--- src/ebp_pkg.sv ---
// Purpose: shared constants for the enhanced bridge pwm core
// Assumes: 32-bit ahb-lite register window, one word per register
// Notes:   all offsets are byte addresses inside the window
package ebp_pkg;
  // ==========================================================
  // register offsets
  localparam logic [7:0] OFF_CTRL     = 8'h00; // channel_control_reg
  localparam logic [7:0] OFF_DUTY_W   = 8'h04; // duty_write_reg
  localparam logic [7:0] OFF_DUTY_A   = 8'h08; // duty_active_reg
  localparam logic [7:0] OFF_PERIOD   = 8'h0c; // period_limit_reg
  localparam logic [7:0] OFF_TIMER    = 8'h10; // pwm_base_timer
  localparam logic [7:0] OFF_TCFG     = 8'h14; // prescale, enable, postscale
  localparam logic [7:0] OFF_ROUTE    = 8'h18; // timer_route_control
  localparam logic [7:0] OFF_DEADBAND = 8'h1c; // deadband_reg
  localparam logic [7:0] OFF_CAP_A    = 8'h20; // capture_timer_a
  localparam logic [7:0] OFF_CAP_B    = 8'h24; // capture_timer_b
  localparam logic [7:0] OFF_STATUS   = 8'h28; // sticky flags, w1c
  // ==========================================================
  // field positions
  localparam int CTRL_CFG_HI  = 7;  // output_config_bits 7:6
  localparam int CTRL_CFG_LO  = 6;
  localparam int CTRL_LSB_HI  = 5;  // duty low bits 5:4
  localparam int CTRL_LSB_LO  = 4;
  localparam int CTRL_FSEL_HI = 3;  // function_select_bits 3:0
  localparam int TCFG_ON      = 2;  // timer run enable
  localparam int TCFG_PS_HI   = 6;  // postscale 6:3
  localparam int TCFG_PS_LO   = 3;
  localparam int ROUTE_CAP_B  = 0;  // capture base is timer b
  localparam int ROUTE_ALT    = 1;  // pwm base is the fourth timer
  localparam int ST_POST      = 0;  // postscaler event
  localparam int ST_CMP       = 1;  // compare match
  localparam int ST_RUN       = 2;  // pwm running (read only)
  // ==========================================================
  // codes and counts
  localparam logic [1:0] FSEL_PWM     = 2'b11; // function_select 3:2 pwm
  localparam logic [1:0] FSEL_CMP     = 2'b10; // function_select 3:2 compare
  localparam logic [3:0] FSEL_TRIG    = 4'hb;  // compare with special event
  localparam logic [1:0] PRE_DIV1     = 2'h0;  // prescale 1
  localparam logic [1:0] PRE_DIV4     = 2'h1;  // prescale 4, 2/3 give 16
  localparam logic [1:0] Q_LAST       = 2'h3;  // 4 osc clocks per instr
  localparam logic [3:0] PRE_LAST16   = 4'hf;
  localparam logic [1:0] PRE_LAST4    = 2'h3;
  localparam int         DB_W         = 7;     // dead-band count width
  // ==========================================================
  // pin slots
  localparam int PIN_A      = 0;
  localparam int PIN_B_MAIN = 1;
  localparam int PIN_B_ALT  = 2;
  localparam int PIN_C_MAIN = 3;
  localparam int PIN_C_ALT  = 4;
  localparam int PIN_D      = 5;
  localparam int PIN_N      = 6;
  typedef enum logic [1:0] {
    CFG_SINGLE = 2'b00,
    CFG_FWD    = 2'b01,
    CFG_HALF   = 2'b10,
    CFG_REV    = 2'b11
  } ebp_cfg_e;
endpackage

--- src/ebp_core.sv ---
// Purpose: enhanced capture/compare/pwm channel with bridge outputs
// Assumes: ahb-lite slave, single word transfers, clk is the oscillator
// Notes:   instruction cycle is four clk periods
//
// What this block does
// - config field picks single, dual or quad outputs
// - neighbour channel output overrides D in quad
// - compare uses timers a/b, pwm second/fourth
// - compare match special event resets capture timer
// - up to four outputs A-D, backward compatible
// - software selects active-high or active-low outputs
// - config bits 7:6, mode bits 3:0
// - pwm controls double-buffered, loaded at period boundary
// - dead-band loaded at duty or period boundary
// - pwm starts only after timer reset
// - period is (limit+1) x 4 osc x prescale
// - period match clears timer, sets output, loads duty
// - postscaler only gives a slower update event
// - 10-bit duty: eight in duty reg, two in ctrl
// - duty writes anytime, active duty read-only in pwm
// - output clears when duty equals timer plus phase
// - duty above period keeps output set all cycle
// - prescaler divides by 1, 4 or 16
// - single, half, full forward, full reverse arrangements
// - single output acts as standard pwm
// - steer bit 0 moves B,C to alternate pins
// - half-bridge delays active edges by dead-band count
// - half-bridge drives pwm on A, complement B
//
// Chosen here: the AHB-Lite register port and the register offsets.
`timescale 1ns/10ps
module ebp_core (
  input  wire logic                    clk,              // oscillator clock
  input  wire logic                    rst_n,            // async reset, low
  input  wire logic                    hsel,             // slave select
  input  wire logic [31:0]             haddr,            // byte address
  input  wire logic [1:0]              htrans,           // transfer type
  input  wire logic                    hwrite,           // write when high
  input  wire logic [2:0]              hsize,            // word only
  input  wire logic [31:0]             hwdata,           // write data
  input  wire logic                    hready,           // bus ready in
  output logic      [31:0]             hrdata,           // read data
  output logic                         hreadyout,        // slave ready
  output logic                         hresp,            // always okay
  input  wire logic                    pin_steer_select, // 0 = alt B/C pins
  input  wire logic                    ext_bus_wide,     // main B/C carry addr
  input  wire logic                    neighbour_out,    // neighbour level
  input  wire logic                    neighbour_active, // neighbour drives
  input  wire logic [7:0]              alt_timer_val,    // fourth timer value
  input  wire logic                    alt_period_hit,   // fourth timer wrap
  output logic      [ebp_pkg::PIN_N-1:0] pin_level,      // pin levels
  output logic      [ebp_pkg::PIN_N-1:0] pin_own,        // pin owned by pwm
  output logic                         special_event,    // trigger pulse
  output logic                         post_event        // postscaler pulse
);
  import ebp_pkg::*;

  // ==========================================================
  // state
  logic        wr_pend_r, wr_pend_nxt;        // write data phase due
  logic [7:0]  wr_addr_r, wr_addr_nxt;        // latched write offset
  logic [31:0] hrdata_r, hrdata_nxt;          // read data flop
  logic        ready_r;                       // ready flop
  logic [7:0]  ctrl_r, ctrl_nxt;              // channel_control_reg
  logic [7:0]  duty_w_r, duty_w_nxt;          // duty_write_reg
  logic [7:0]  duty_a_r, duty_a_nxt;          // duty_active_reg
  logic [1:0]  lat_r, lat_nxt;                // hidden 2-bit duty latch
  logic [7:0]  period_r, period_nxt;          // period_limit_reg
  logic [7:0]  timer_r, timer_nxt;            // pwm_base_timer
  logic [6:0]  tcfg_r, tcfg_nxt;              // timer config
  logic [1:0]  route_r, route_nxt;            // timer_route_control
  logic [DB_W-1:0] db_r, db_nxt;              // deadband_reg
  logic [DB_W-1:0] db_act_r, db_act_nxt;      // live dead-band count
  logic [15:0] cap_r [2];                     // capture timers a, b
  logic [15:0] cap_nxt [2];
  logic [1:0]  flag_r, flag_nxt;              // sticky status
  logic [1:0]  q_r, q_nxt;                    // osc phase in instr cycle
  logic [3:0]  pc_r, pc_nxt;                  // prescale counter
  logic [3:0]  ps_r, ps_nxt;                  // postscale counter
  logic        run_r, run_nxt;                // pwm started
  logic        pwm_r, pwm_nxt;                // raw modulated level
  ebp_cfg_e    cfg_r, cfg_nxt;                // buffered output config
  logic [1:0]  pol_r, pol_nxt;                // buffered polarity
  logic [DB_W-1:0] dc_r [2];                  // dead-band counters A, B
  logic [DB_W-1:0] dc_nxt [2];
  logic [PIN_N-1:0] lvl_nxt, own_nxt;         // pin next values
  logic        sev_r, sev_nxt;                // special event pulse
  logic        pev_r, pev_nxt;                // postscale pulse

  // ==========================================================
  // helpers
  logic        icyc;                          // last osc of instr cycle
  logic        tick;                          // prescaled timer step
  logic [1:0]  phase;                         // sub-count below timer
  logic        own_bnd;                       // own period match step
  logic        bnd;                           // selected period boundary
  logic [7:0]  tb;                            // selected pwm timer value
  logic        pwm_mode;                      // function select is pwm
  logic        duty_hit;                      // duty compare match
  logic        cmp_hit;                       // compare mode match
  logic        cap_sel;                       // selected capture timer

  // data-phase write to a given offset
  function automatic logic wsel(input logic [7:0] off);
    wsel = wr_pend_r && (wr_addr_r == off);
  endfunction

  // read mux for the register window, unmapped reads as zero
  function automatic logic [31:0] rd_mux(input logic [7:0] off);
    rd_mux = 32'h0;
    case (off)
      OFF_CTRL:     rd_mux = {24'h0, ctrl_r};
      OFF_DUTY_W:   rd_mux = {24'h0, duty_w_r};
      OFF_DUTY_A:   rd_mux = {24'h0, duty_a_r};
      OFF_PERIOD:   rd_mux = {24'h0, period_r};
      OFF_TIMER:    rd_mux = {24'h0, timer_r};
      OFF_TCFG:     rd_mux = {25'h0, tcfg_r};
      OFF_ROUTE:    rd_mux = {30'h0, route_r};
      OFF_DEADBAND: rd_mux = {25'h0, db_r};
      OFF_CAP_A:    rd_mux = {16'h0, cap_r[0]};
      OFF_CAP_B:    rd_mux = {16'h0, cap_r[1]};
      OFF_STATUS:   rd_mux = {29'h0, run_r, flag_r};
      default:      rd_mux = 32'h0;
    endcase
  endfunction

  // ==========================================================
  // bus slave: zero wait, read data staged from the address phase
  always_comb
  begin
    wr_pend_nxt = hsel && htrans[1] && hready && hwrite;
    wr_addr_nxt = wr_addr_r;
    hrdata_nxt  = 32'h0;
    if (hsel && htrans[1] && hready)
    begin
      wr_addr_nxt = haddr[7:0];
      if (!hwrite)
        hrdata_nxt = rd_mux(haddr[7:0]);      // stands for the data phase
    end
  end

  always_ff @(posedge clk or negedge rst_n)
  begin
    if (!rst_n)
    begin
      wr_pend_r <= 1'b0;
      wr_addr_r <= 8'h0;
      hrdata_r  <= 32'h0;
      ready_r   <= 1'b0;
    end
    else
    begin
      wr_pend_r <= wr_pend_nxt;
      wr_addr_r <= wr_addr_nxt;
      hrdata_r  <= hrdata_nxt;
      ready_r   <= 1'b1;                      // never stalls after reset
    end
  end

  // ==========================================================
  // time base: instruction cycle, prescaler, period timer
  always_comb
  begin
    q_nxt  = q_r + 2'h1;
    icyc   = (q_r == Q_LAST);
    pc_nxt = icyc ? pc_r + 4'h1 : pc_r;
    case (tcfg_r[1:0])
      PRE_DIV1:
      begin
        tick  = icyc;
        phase = q_r;                          // osc-phase resolution
      end
      PRE_DIV4:
      begin
        tick  = icyc && (pc_r[1:0] == PRE_LAST4);
        phase = pc_r[1:0];                    // prescaler bits
      end
      default:
      begin
        tick  = icyc && (pc_r == PRE_LAST16);
        phase = pc_r[3:2];
      end
    endcase
    // limit+1 steps of 4 osc x prescale
    own_bnd   = tick && tcfg_r[TCFG_ON] && (timer_r == period_r);
    timer_nxt = timer_r;
    if (wsel(OFF_TIMER))
      timer_nxt = hwdata[7:0];
    else if (tick && tcfg_r[TCFG_ON])
      timer_nxt = own_bnd ? 8'h0 : timer_r + 8'h1; // clear on match
    // postscaler counts boundaries only, never alters the period
    ps_nxt  = ps_r;
    pev_nxt = 1'b0;
    if (own_bnd)
    begin
      if (ps_r == tcfg_r[TCFG_PS_HI:TCFG_PS_LO])
      begin
        ps_nxt  = 4'h0;
        pev_nxt = 1'b1;
      end
      else
        ps_nxt = ps_r + 4'h1;
    end
  end

  always_ff @(posedge clk or negedge rst_n)
  begin
    if (!rst_n)
    begin
      q_r     <= 2'h0;
      pc_r    <= 4'h0;
      timer_r <= 8'h0;
      ps_r    <= 4'h0;
      pev_r   <= 1'b0;
    end
    else
    begin
      q_r     <= q_nxt;
      pc_r    <= pc_nxt;
      timer_r <= timer_nxt;
      ps_r    <= ps_nxt;
      pev_r   <= pev_nxt;
    end
  end

  // ==========================================================
  // capture timers and compare with special event trigger
  always_comb
  begin
    cap_sel = route_r[ROUTE_CAP_B];           // timer a or b
    cmp_hit = (ctrl_r[CTRL_FSEL_HI -: 2] == FSEL_CMP) && icyc
              && (cap_r[cap_sel] == {duty_a_r, duty_w_r});
    sev_nxt = cmp_hit && (ctrl_r[CTRL_FSEL_HI:0] == FSEL_TRIG);
    for (int i = 0; i < 2; i++)
    begin
      if (wsel(i == 0 ? OFF_CAP_A : OFF_CAP_B))
        cap_nxt[i] = hwdata[15:0];
      else if (sev_nxt && (cap_sel == i[0]))
        cap_nxt[i] = 16'h0;                   // 16-bit period reset
      else if (icyc)
        cap_nxt[i] = cap_r[i] + 16'h1;
      else
        cap_nxt[i] = cap_r[i];
    end
    // sticky flags: w1c, but a new event in the same cycle wins
    flag_nxt = flag_r;
    if (wsel(OFF_STATUS))
      flag_nxt = flag_r & ~hwdata[1:0];
    if (pev_nxt)
      flag_nxt[ST_POST] = 1'b1;
    if (cmp_hit)
      flag_nxt[ST_CMP] = 1'b1;
  end

  always_ff @(posedge clk or negedge rst_n)
  begin
    if (!rst_n)
    begin
      cap_r[0] <= 16'h0;
      cap_r[1] <= 16'h0;
      flag_r   <= 2'h0;
      sev_r    <= 1'b0;
    end
    else
    begin
      cap_r[0] <= cap_nxt[0];
      cap_r[1] <= cap_nxt[1];
      flag_r   <= flag_nxt;
      sev_r    <= sev_nxt;
    end
  end

  // ==========================================================
  // software registers and the pwm engine
  always_comb
  begin
    ctrl_nxt   = wsel(OFF_CTRL)     ? hwdata[7:0]      : ctrl_r;
    duty_w_nxt = wsel(OFF_DUTY_W)   ? hwdata[7:0]      : duty_w_r;
    period_nxt = wsel(OFF_PERIOD)   ? hwdata[7:0]      : period_r;
    tcfg_nxt   = wsel(OFF_TCFG)     ? hwdata[6:0]      : tcfg_r;
    route_nxt  = wsel(OFF_ROUTE)    ? hwdata[1:0]      : route_r;
    db_nxt     = wsel(OFF_DEADBAND) ? hwdata[DB_W-1:0] : db_r;
    pwm_mode   = (ctrl_r[CTRL_FSEL_HI -: 2] == FSEL_PWM);
    // pwm runs on the second timer or the fourth one
    bnd        = route_r[ROUTE_ALT] ? alt_period_hit : own_bnd;
    tb         = route_r[ROUTE_ALT] ? alt_timer_val  : timer_r;
    // timer and phase against 10-bit active duty
    // a duty above the period never matches, so stays set
    duty_hit   = run_r && ({tb, phase} == {duty_a_r, lat_r});
    run_nxt    = run_r;
    pwm_nxt    = pwm_r;
    duty_a_nxt = duty_a_r;
    lat_nxt    = lat_r;
    cfg_nxt    = cfg_r;
    pol_nxt    = pol_r;
    // active duty writable only outside pwm, where it is compare high
    if (wsel(OFF_DUTY_A) && !pwm_mode)
      duty_a_nxt = hwdata[7:0];
    if (!pwm_mode)
    begin
      run_nxt = 1'b0;
      pwm_nxt = 1'b0;
    end
    else if (bnd)
    begin
      run_nxt    = 1'b1;                      // start waits for reset
      duty_a_nxt = duty_w_r;
      lat_nxt    = ctrl_r[CTRL_LSB_HI:CTRL_LSB_LO];
      cfg_nxt    = ebp_cfg_e'(ctrl_r[CTRL_CFG_HI:CTRL_CFG_LO]);
      pol_nxt    = ctrl_r[1:0];
      // set at period start unless duty is zero
      pwm_nxt    = ({duty_w_r, ctrl_r[CTRL_LSB_HI:CTRL_LSB_LO]} != 10'h0);
    end
    else if (duty_hit)
      pwm_nxt = 1'b0;
    // dead-band taken at whichever boundary comes first
    db_act_nxt = (bnd || duty_hit) ? db_r : db_act_r;
  end

  always_ff @(posedge clk or negedge rst_n)
  begin
    if (!rst_n)
    begin
      ctrl_r   <= 8'h0;
      duty_w_r <= 8'h0;
      duty_a_r <= 8'h0;
      lat_r    <= 2'h0;
      period_r <= 8'h0;
      tcfg_r   <= 7'h0;
      route_r  <= 2'h0;
      db_r     <= '0;
      db_act_r <= '0;
      run_r    <= 1'b0;
      pwm_r    <= 1'b0;
      cfg_r    <= CFG_SINGLE;
      pol_r    <= 2'h0;
    end
    else
    begin
      ctrl_r   <= ctrl_nxt;
      duty_w_r <= duty_w_nxt;
      duty_a_r <= duty_a_nxt;
      lat_r    <= lat_nxt;
      period_r <= period_nxt;
      tcfg_r   <= tcfg_nxt;
      route_r  <= route_nxt;
      db_r     <= db_nxt;
      db_act_r <= db_act_nxt;
      run_r    <= run_nxt;
      pwm_r    <= pwm_nxt;
      cfg_r    <= cfg_nxt;
      pol_r    <= pol_nxt;
    end
  end

  // ==========================================================
  // output shaping: dead band, arrangement, polarity, steering
  logic [1:0] hb_raw;                         // half-bridge raw A, B
  logic [3:0] act;                            // active sense A..D
  logic [3:0] lvl;                            // after polarity
  logic       pwm_live;                       // pwm with duty match applied
  always_comb
  begin
    // drop in the match cycle itself, so the high time is exactly
    // duty x prescale osc clocks rather than one clock more
    pwm_live  = pwm_r && !duty_hit;
    // pwm on A, complement on B
    hb_raw[0] = run_r && pwm_live;
    hb_raw[1] = run_r && !pwm_live;
    for (int i = 0; i < 2; i++)
    begin
      // count reloads while low, so delay longer than the pulse
      // keeps the output inactive for the whole pulse
      if (!hb_raw[i])
        dc_nxt[i] = db_act_r;
      else if (icyc && (dc_r[i] != '0))
        dc_nxt[i] = dc_r[i] - 7'h1;
      else
        dc_nxt[i] = dc_r[i];
    end
    act = 4'h0;
    if (run_r)
    begin
      case (cfg_r)
        CFG_SINGLE: act[0] = pwm_live;        // standard pwm
        CFG_HALF:
        begin
          act[0] = hb_raw[0] && (dc_r[0] == '0);
          act[1] = hb_raw[1] && (dc_r[1] == '0);
        end
        CFG_FWD:
        begin
          act[0] = 1'b1;
          act[3] = pwm_live;
        end
        CFG_REV:
        begin
          act[2] = 1'b1;
          act[1] = pwm_live;
        end
        default: act = 4'h0;
      endcase
    end
    // bit 1 inverts A and C, bit 0 inverts B and D
    lvl[0] = act[0] ^ pol_r[1];
    lvl[2] = act[2] ^ pol_r[1];
    lvl[1] = act[1] ^ pol_r[0];
    lvl[3] = act[3] ^ pol_r[0];
    // pin ownership only; direction stays with software
    own_nxt = '0;
    lvl_nxt = '0;
    lvl_nxt[PIN_A] = lvl[0];
    own_nxt[PIN_A] = pwm_mode;
    if (pin_steer_select)
    begin
      lvl_nxt[PIN_B_MAIN] = lvl[1];
      lvl_nxt[PIN_C_MAIN] = lvl[2];
      // wide external bus keeps the main pins for address
      own_nxt[PIN_B_MAIN] = pwm_mode && (ctrl_r[CTRL_CFG_HI] || ctrl_r[CTRL_CFG_LO])
                            && !ext_bus_wide;
      own_nxt[PIN_C_MAIN] = pwm_mode && ctrl_r[CTRL_CFG_LO] && !ext_bus_wide;
    end
    else
    begin
      lvl_nxt[PIN_B_ALT] = lvl[1];
      lvl_nxt[PIN_C_ALT] = lvl[2];
      own_nxt[PIN_B_ALT] = pwm_mode && (ctrl_r[CTRL_CFG_HI] || ctrl_r[CTRL_CFG_LO]);
      own_nxt[PIN_C_ALT] = pwm_mode && ctrl_r[CTRL_CFG_LO];
    end
    own_nxt[PIN_D] = pwm_mode && ctrl_r[CTRL_CFG_LO]; // quad only
    lvl_nxt[PIN_D] = (own_nxt[PIN_D] && neighbour_active)
                     ? neighbour_out : lvl[3]; // neighbour wins
  end

  always_ff @(posedge clk or negedge rst_n)
  begin
    if (!rst_n)
    begin
      dc_r[0]   <= '0;
      dc_r[1]   <= '0;
      pin_level <= '0;
      pin_own   <= '0;
    end
    else
    begin
      dc_r[0]   <= dc_nxt[0];
      dc_r[1]   <= dc_nxt[1];
      pin_level <= lvl_nxt;
      pin_own   <= own_nxt;
    end
  end

  // ==========================================================
  // outputs straight from flops
  assign hrdata        = hrdata_r;
  assign hreadyout     = ready_r;
  assign hresp         = 1'b0 & ready_r;      // okay only
  assign special_event = sev_r;
  assign post_event    = pev_r;
endmodule

--- config.mk ---
export PLATFORM = sky130hd
export DESIGN_NAME = ebp_core
export DESIGN_NICKNAME = d
export VERILOG_FILES = /design/src/ebp_pkg.sv /design/src/ebp_core.sv
export SDC_FILE = /design/constraint.sdc
export NUM_CORES = 1
export LEC_CHECK = 0
export ABC_CLOCK_PERIOD_IN_PS = 2900
export BUFFER_PORTS_ARGS = -buffer_cell sky130_fd_sc_hd__buf_2
export CAP_MARGIN = 30
export CELL_PAD_IN_SITES_DETAIL_PLACEMENT = 1
export CELL_PAD_IN_SITES_GLOBAL_PLACEMENT = 2
export CORE_UTILIZATION = 38
export CTS_BUF_LIST = sky130_fd_sc_hd__clkbuf_8
export CTS_CLUSTER_DIAMETER = 150
export DETAILED_ROUTE_END_ITERATION = 7
export PLACE_DENSITY = 0.82
export SLEW_MARGIN = 20
export SYNTH_ARGS = -nofsm -noshare
export SYNTH_HDL_FRONTEND = slang
export SYNTH_SLANG_ARGS = --single-unit
--- constraint.sdc ---
create_clock -name clk -period 2.9 [get_ports clk]
set_clock_uncertainty 0.2 [all_clocks]
set_input_delay 0.29 -clock clk [delete_from_list [all_inputs] [get_ports clk]]
set_output_delay 0.29 -clock clk [all_outputs]
set_load 0.05 [all_outputs]
==> impl_metrics.ini <==
[synthesis]
syn_area_per_cell_um2 = 10.4
async_flop_share = 1.00
syn_area_um2 = 9240
synth_top_area_frac = 0.458
yosysMostFrequentCell = dfrtp_1
synth-seq-cells = 169
synth_cell_type_count = 60
synth_flop_cell = dfrtp_1
synth_edf_count = 0
syn_inst = 886
synthTopCellsByCount = dfrtp_1, nand2_1, mux2_2, nor2_1, xnor2_1
netlist_top_cells_area = dfrtp_1, mux2_2, xnor2_1, nand2_1, mux2i_1
synth.yosys.warnings = 0
synth_seq_area_share = 0.458
yosys.area.top_type = dfrtp_1

[die]
die_w_um = 158
core-area_um2 = 23700
die_y_um = 158
start_util = 0.390
rows = 56
pin_count = 135
fp.dieArea_um2 = 24900

[run_status]
outcome = finished, final reports clean

[worst_hold_path]
hold_path.class = in -> reg
hold_depth = 3

[placement]
place.gp.congestion = 0.867
post-place-ws_ns = 0.104
dp_hpwl_mm = 21.0
io_buffers = 73

[cells_and_area]
drive_gt1_frac = 0.256
syn2layout_area_growth_pct = 17.6
nets = 1108
diodes = 0

[setup_path]
cp-start-kind = flip-flop
required_ns = 3.06
end_kind = flip-flop
slowest_delay_ns = 0.47
crit_top_cell = mux2i_1
reg2regPathDepth = 7
arrival_ns = 2.91
critical_path.cell_chain = mux2i_1 -> xor2_1 -> nand4_1 -> o41ai_4 -> buf_4 -> mux2i_1 -> mux2_1
critPathKind = reg -> reg
crit_path_top_delay_cell = dfrtp_2
cp_max_fo = 9

[global_route]
track_usage = 0.247
grt_pass1_vias = 7712
grt_max_degree = 70
antenna_found_initial = 0
grt_pass1_wl_mm = 45.4
gr-total-overflow = 0

[timing]
timing.final.hold_violations = 0
period_share = 0.949
relSlewSlack = 0.537
rsz0062_at_grt = no
setup_viol = 0
fin_crit_ns = 2.75
drv_slew = 0
worstMarginPinSlew_ns = 0.695
finalSetupTns_ns = 0
fin_ws_ns = 0.149
maxClockFrequency_mhz = 364

[clock_network]
clk_latency_ns = 0.48
post_cts_buffers = 0
clockRootBuffer = clkbuf_8
cts.reportedPaths.clkPinSlew_ns = 0.09
numCtsBuffers = 17
htreeDepth = 4
cts_tree = done
cts_sinks = 169
clk_path_buf_depth = 2

[detailed_routing]
viasPerCell = 5.51
routed_wl_mm = 28.8
ant_nets = 0
dr.pass1.iters = 7
vias = 7401
wl_per_cell_um = 21.5
dr.first_iter.drc_count = 599
route.detailed.drc = 0

[power_and_ir_drop]
vdd_drop_max_mv = 0.211
leakagePower_nw = 4.80
total_power_mw = 5.81
powerDensity_nw_per_um2 = 534

[flow_run]
cap_viol_max_count = 0
worst max-delay path, delay by kind of cell (launching register included):
kind / cells / cell delay, ns
compound gates: 1 / 0.37
simple gates: 1 / 0.24
xor+xnor: 1 / 0.18
flops: 1 / 0.47
buf+inv: 1 / 0.22
mux: 3 / 0.94
metrics by stage:
stage / hold WS, ns / cells / area [um2] / util
final: 0.0226 / 1343 / 10900 / 0.459
after detailed placement: 0.155 / 1284 / 10200 / 0.430
after global routing: 0.0237 / 1343 / 10900 / 0.459
after global placement: 0.156 / 1284 / 10200 / 0.430
after CTS: 0.0126 / 1343 / 10900 / 0.459
after floorplan: -0.206 / 902 / 9300 / -
logic make-up after synthesis:
| kind of cell | count (synthesis) | synth area share |
|---|---|---|
| AO/OA/AOI/OAI | 138 | 0.105 |
| XOR/XNOR | 77 | 0.0730 |
| adder cells (fa/ha/maj) | 10 | 0.0135 |
| buffers and inverters | 77 | 0.0402 |
| flip-flops | 169 | 0.458 |
| multiplexers | 129 | 0.155 |
| other | 2 | 0.000813 |
| AND/OR/NAND/NOR | 284 | 0.154 |
where the power goes:
part	total, mW	switching (mW)	internal (mW)
registers	2.95	0.365	2.59
logic	1.08	0.582	0.497
clock network	1.78	0.875	0.902
total	5.81	1.82	3.99
final timing paths:
| kind | from | to | slack [ns] |
|---|---|---|---|
| max | route_r[1] | pin_level[2] | 0.15 |
| min | hwdata[3] | cap_r[19] | 0.02 |
| max reg2reg | route_r[1] | pin_level[2] | 0.15 |
| min reg2reg | q_r[0] | q_r[0] | 0.30 |
| max in group asynchronous | rst_n | hrdata[8] | 1.49 |
| min in group asynchronous | rst_n | dc_r[6] | 0.19 |
routing by layer:
| layer | track usage | up-vias | part of all wire |
|---|---|---|---|
| li1 | - | 3389 | - |
| met1 | 0.348 | 3771 | 0.47 |
| met2 | 0.385 | 204 | 0.46 |
| met3 | 0.0405 | 37 | 0.051 |
| met4 | 0.0772 | 0 | 0.018 |
| met5 | 0 | - | 0 |
layout by cell type (no fill, tap or decap), types with 6 or more instances in the layout:
| cell type | n |
|---|---|
| a21oi_1 | 18 |
| a222oi_1 | 6 |
| a22o_1 | 9 |
| a22oi_1 | 15 |
| a31oi_1 | 11 |
| and3_1 | 15 |
| buf_2 | 72 |
| buf_4 | 52 |
| clkbuf_8 | 20 |
| conb_1 | 18 |
| dfrtp_1 | 168 |
| dlygate4sd3_1 | 27 |
| ha_1 | 10 |
| inv_1 | 18 |
| mux2_2 | 90 |
| mux2i_1 | 34 |
| nand2_1 | 93 |
| nand2b_1 | 9 |
| nand3_1 | 25 |
| nand3b_1 | 7 |
| nand4_1 | 15 |
| nor2_1 | 60 |
| nor3_1 | 8 |
| nor4_1 | 12 |
| o21ai_0 | 27 |
| o31ai_1 | 34 |
| xnor2_1 | 43 |
| xor2_1 | 34 |
timing repair:
action	4_1_cts	5_1_grt
hold buffers	27	0
hold endpoints to repair	104	0
endpoints found under the setup margin	0	5
resized for setup	0	1
state kept, by name (all words and copies together) (netlist names), 2 cells and up:
register	cells
q_r	2
route_r	2
cap_r	32
hrdata	16
pin_level	6
duty_w_r	8
lat_r	2
pol_r	2
tcfg_r	7
db_act_r	7
flag_r	2
ctrl_r	8
cfg_r	2
dc_r	14
ps_r	4
duty_a_r	8
timer_r	8
db_r	7
period_r	8
pin_own	6
pc_r	4
wr_addr_r	8
cell type report:
class	instances	area [um2]
Clock inverter	12	134
Inverter	13	48.8
Timing Repair Buffer	154	1070
Clock buffer	20	275
Sequential cell	169	4230
Multi-Input combinational cell	656	4710
Tap cell	319	399
Fill cell	2727	12800
No activity file was read; power rests on OpenSTA's default activity.
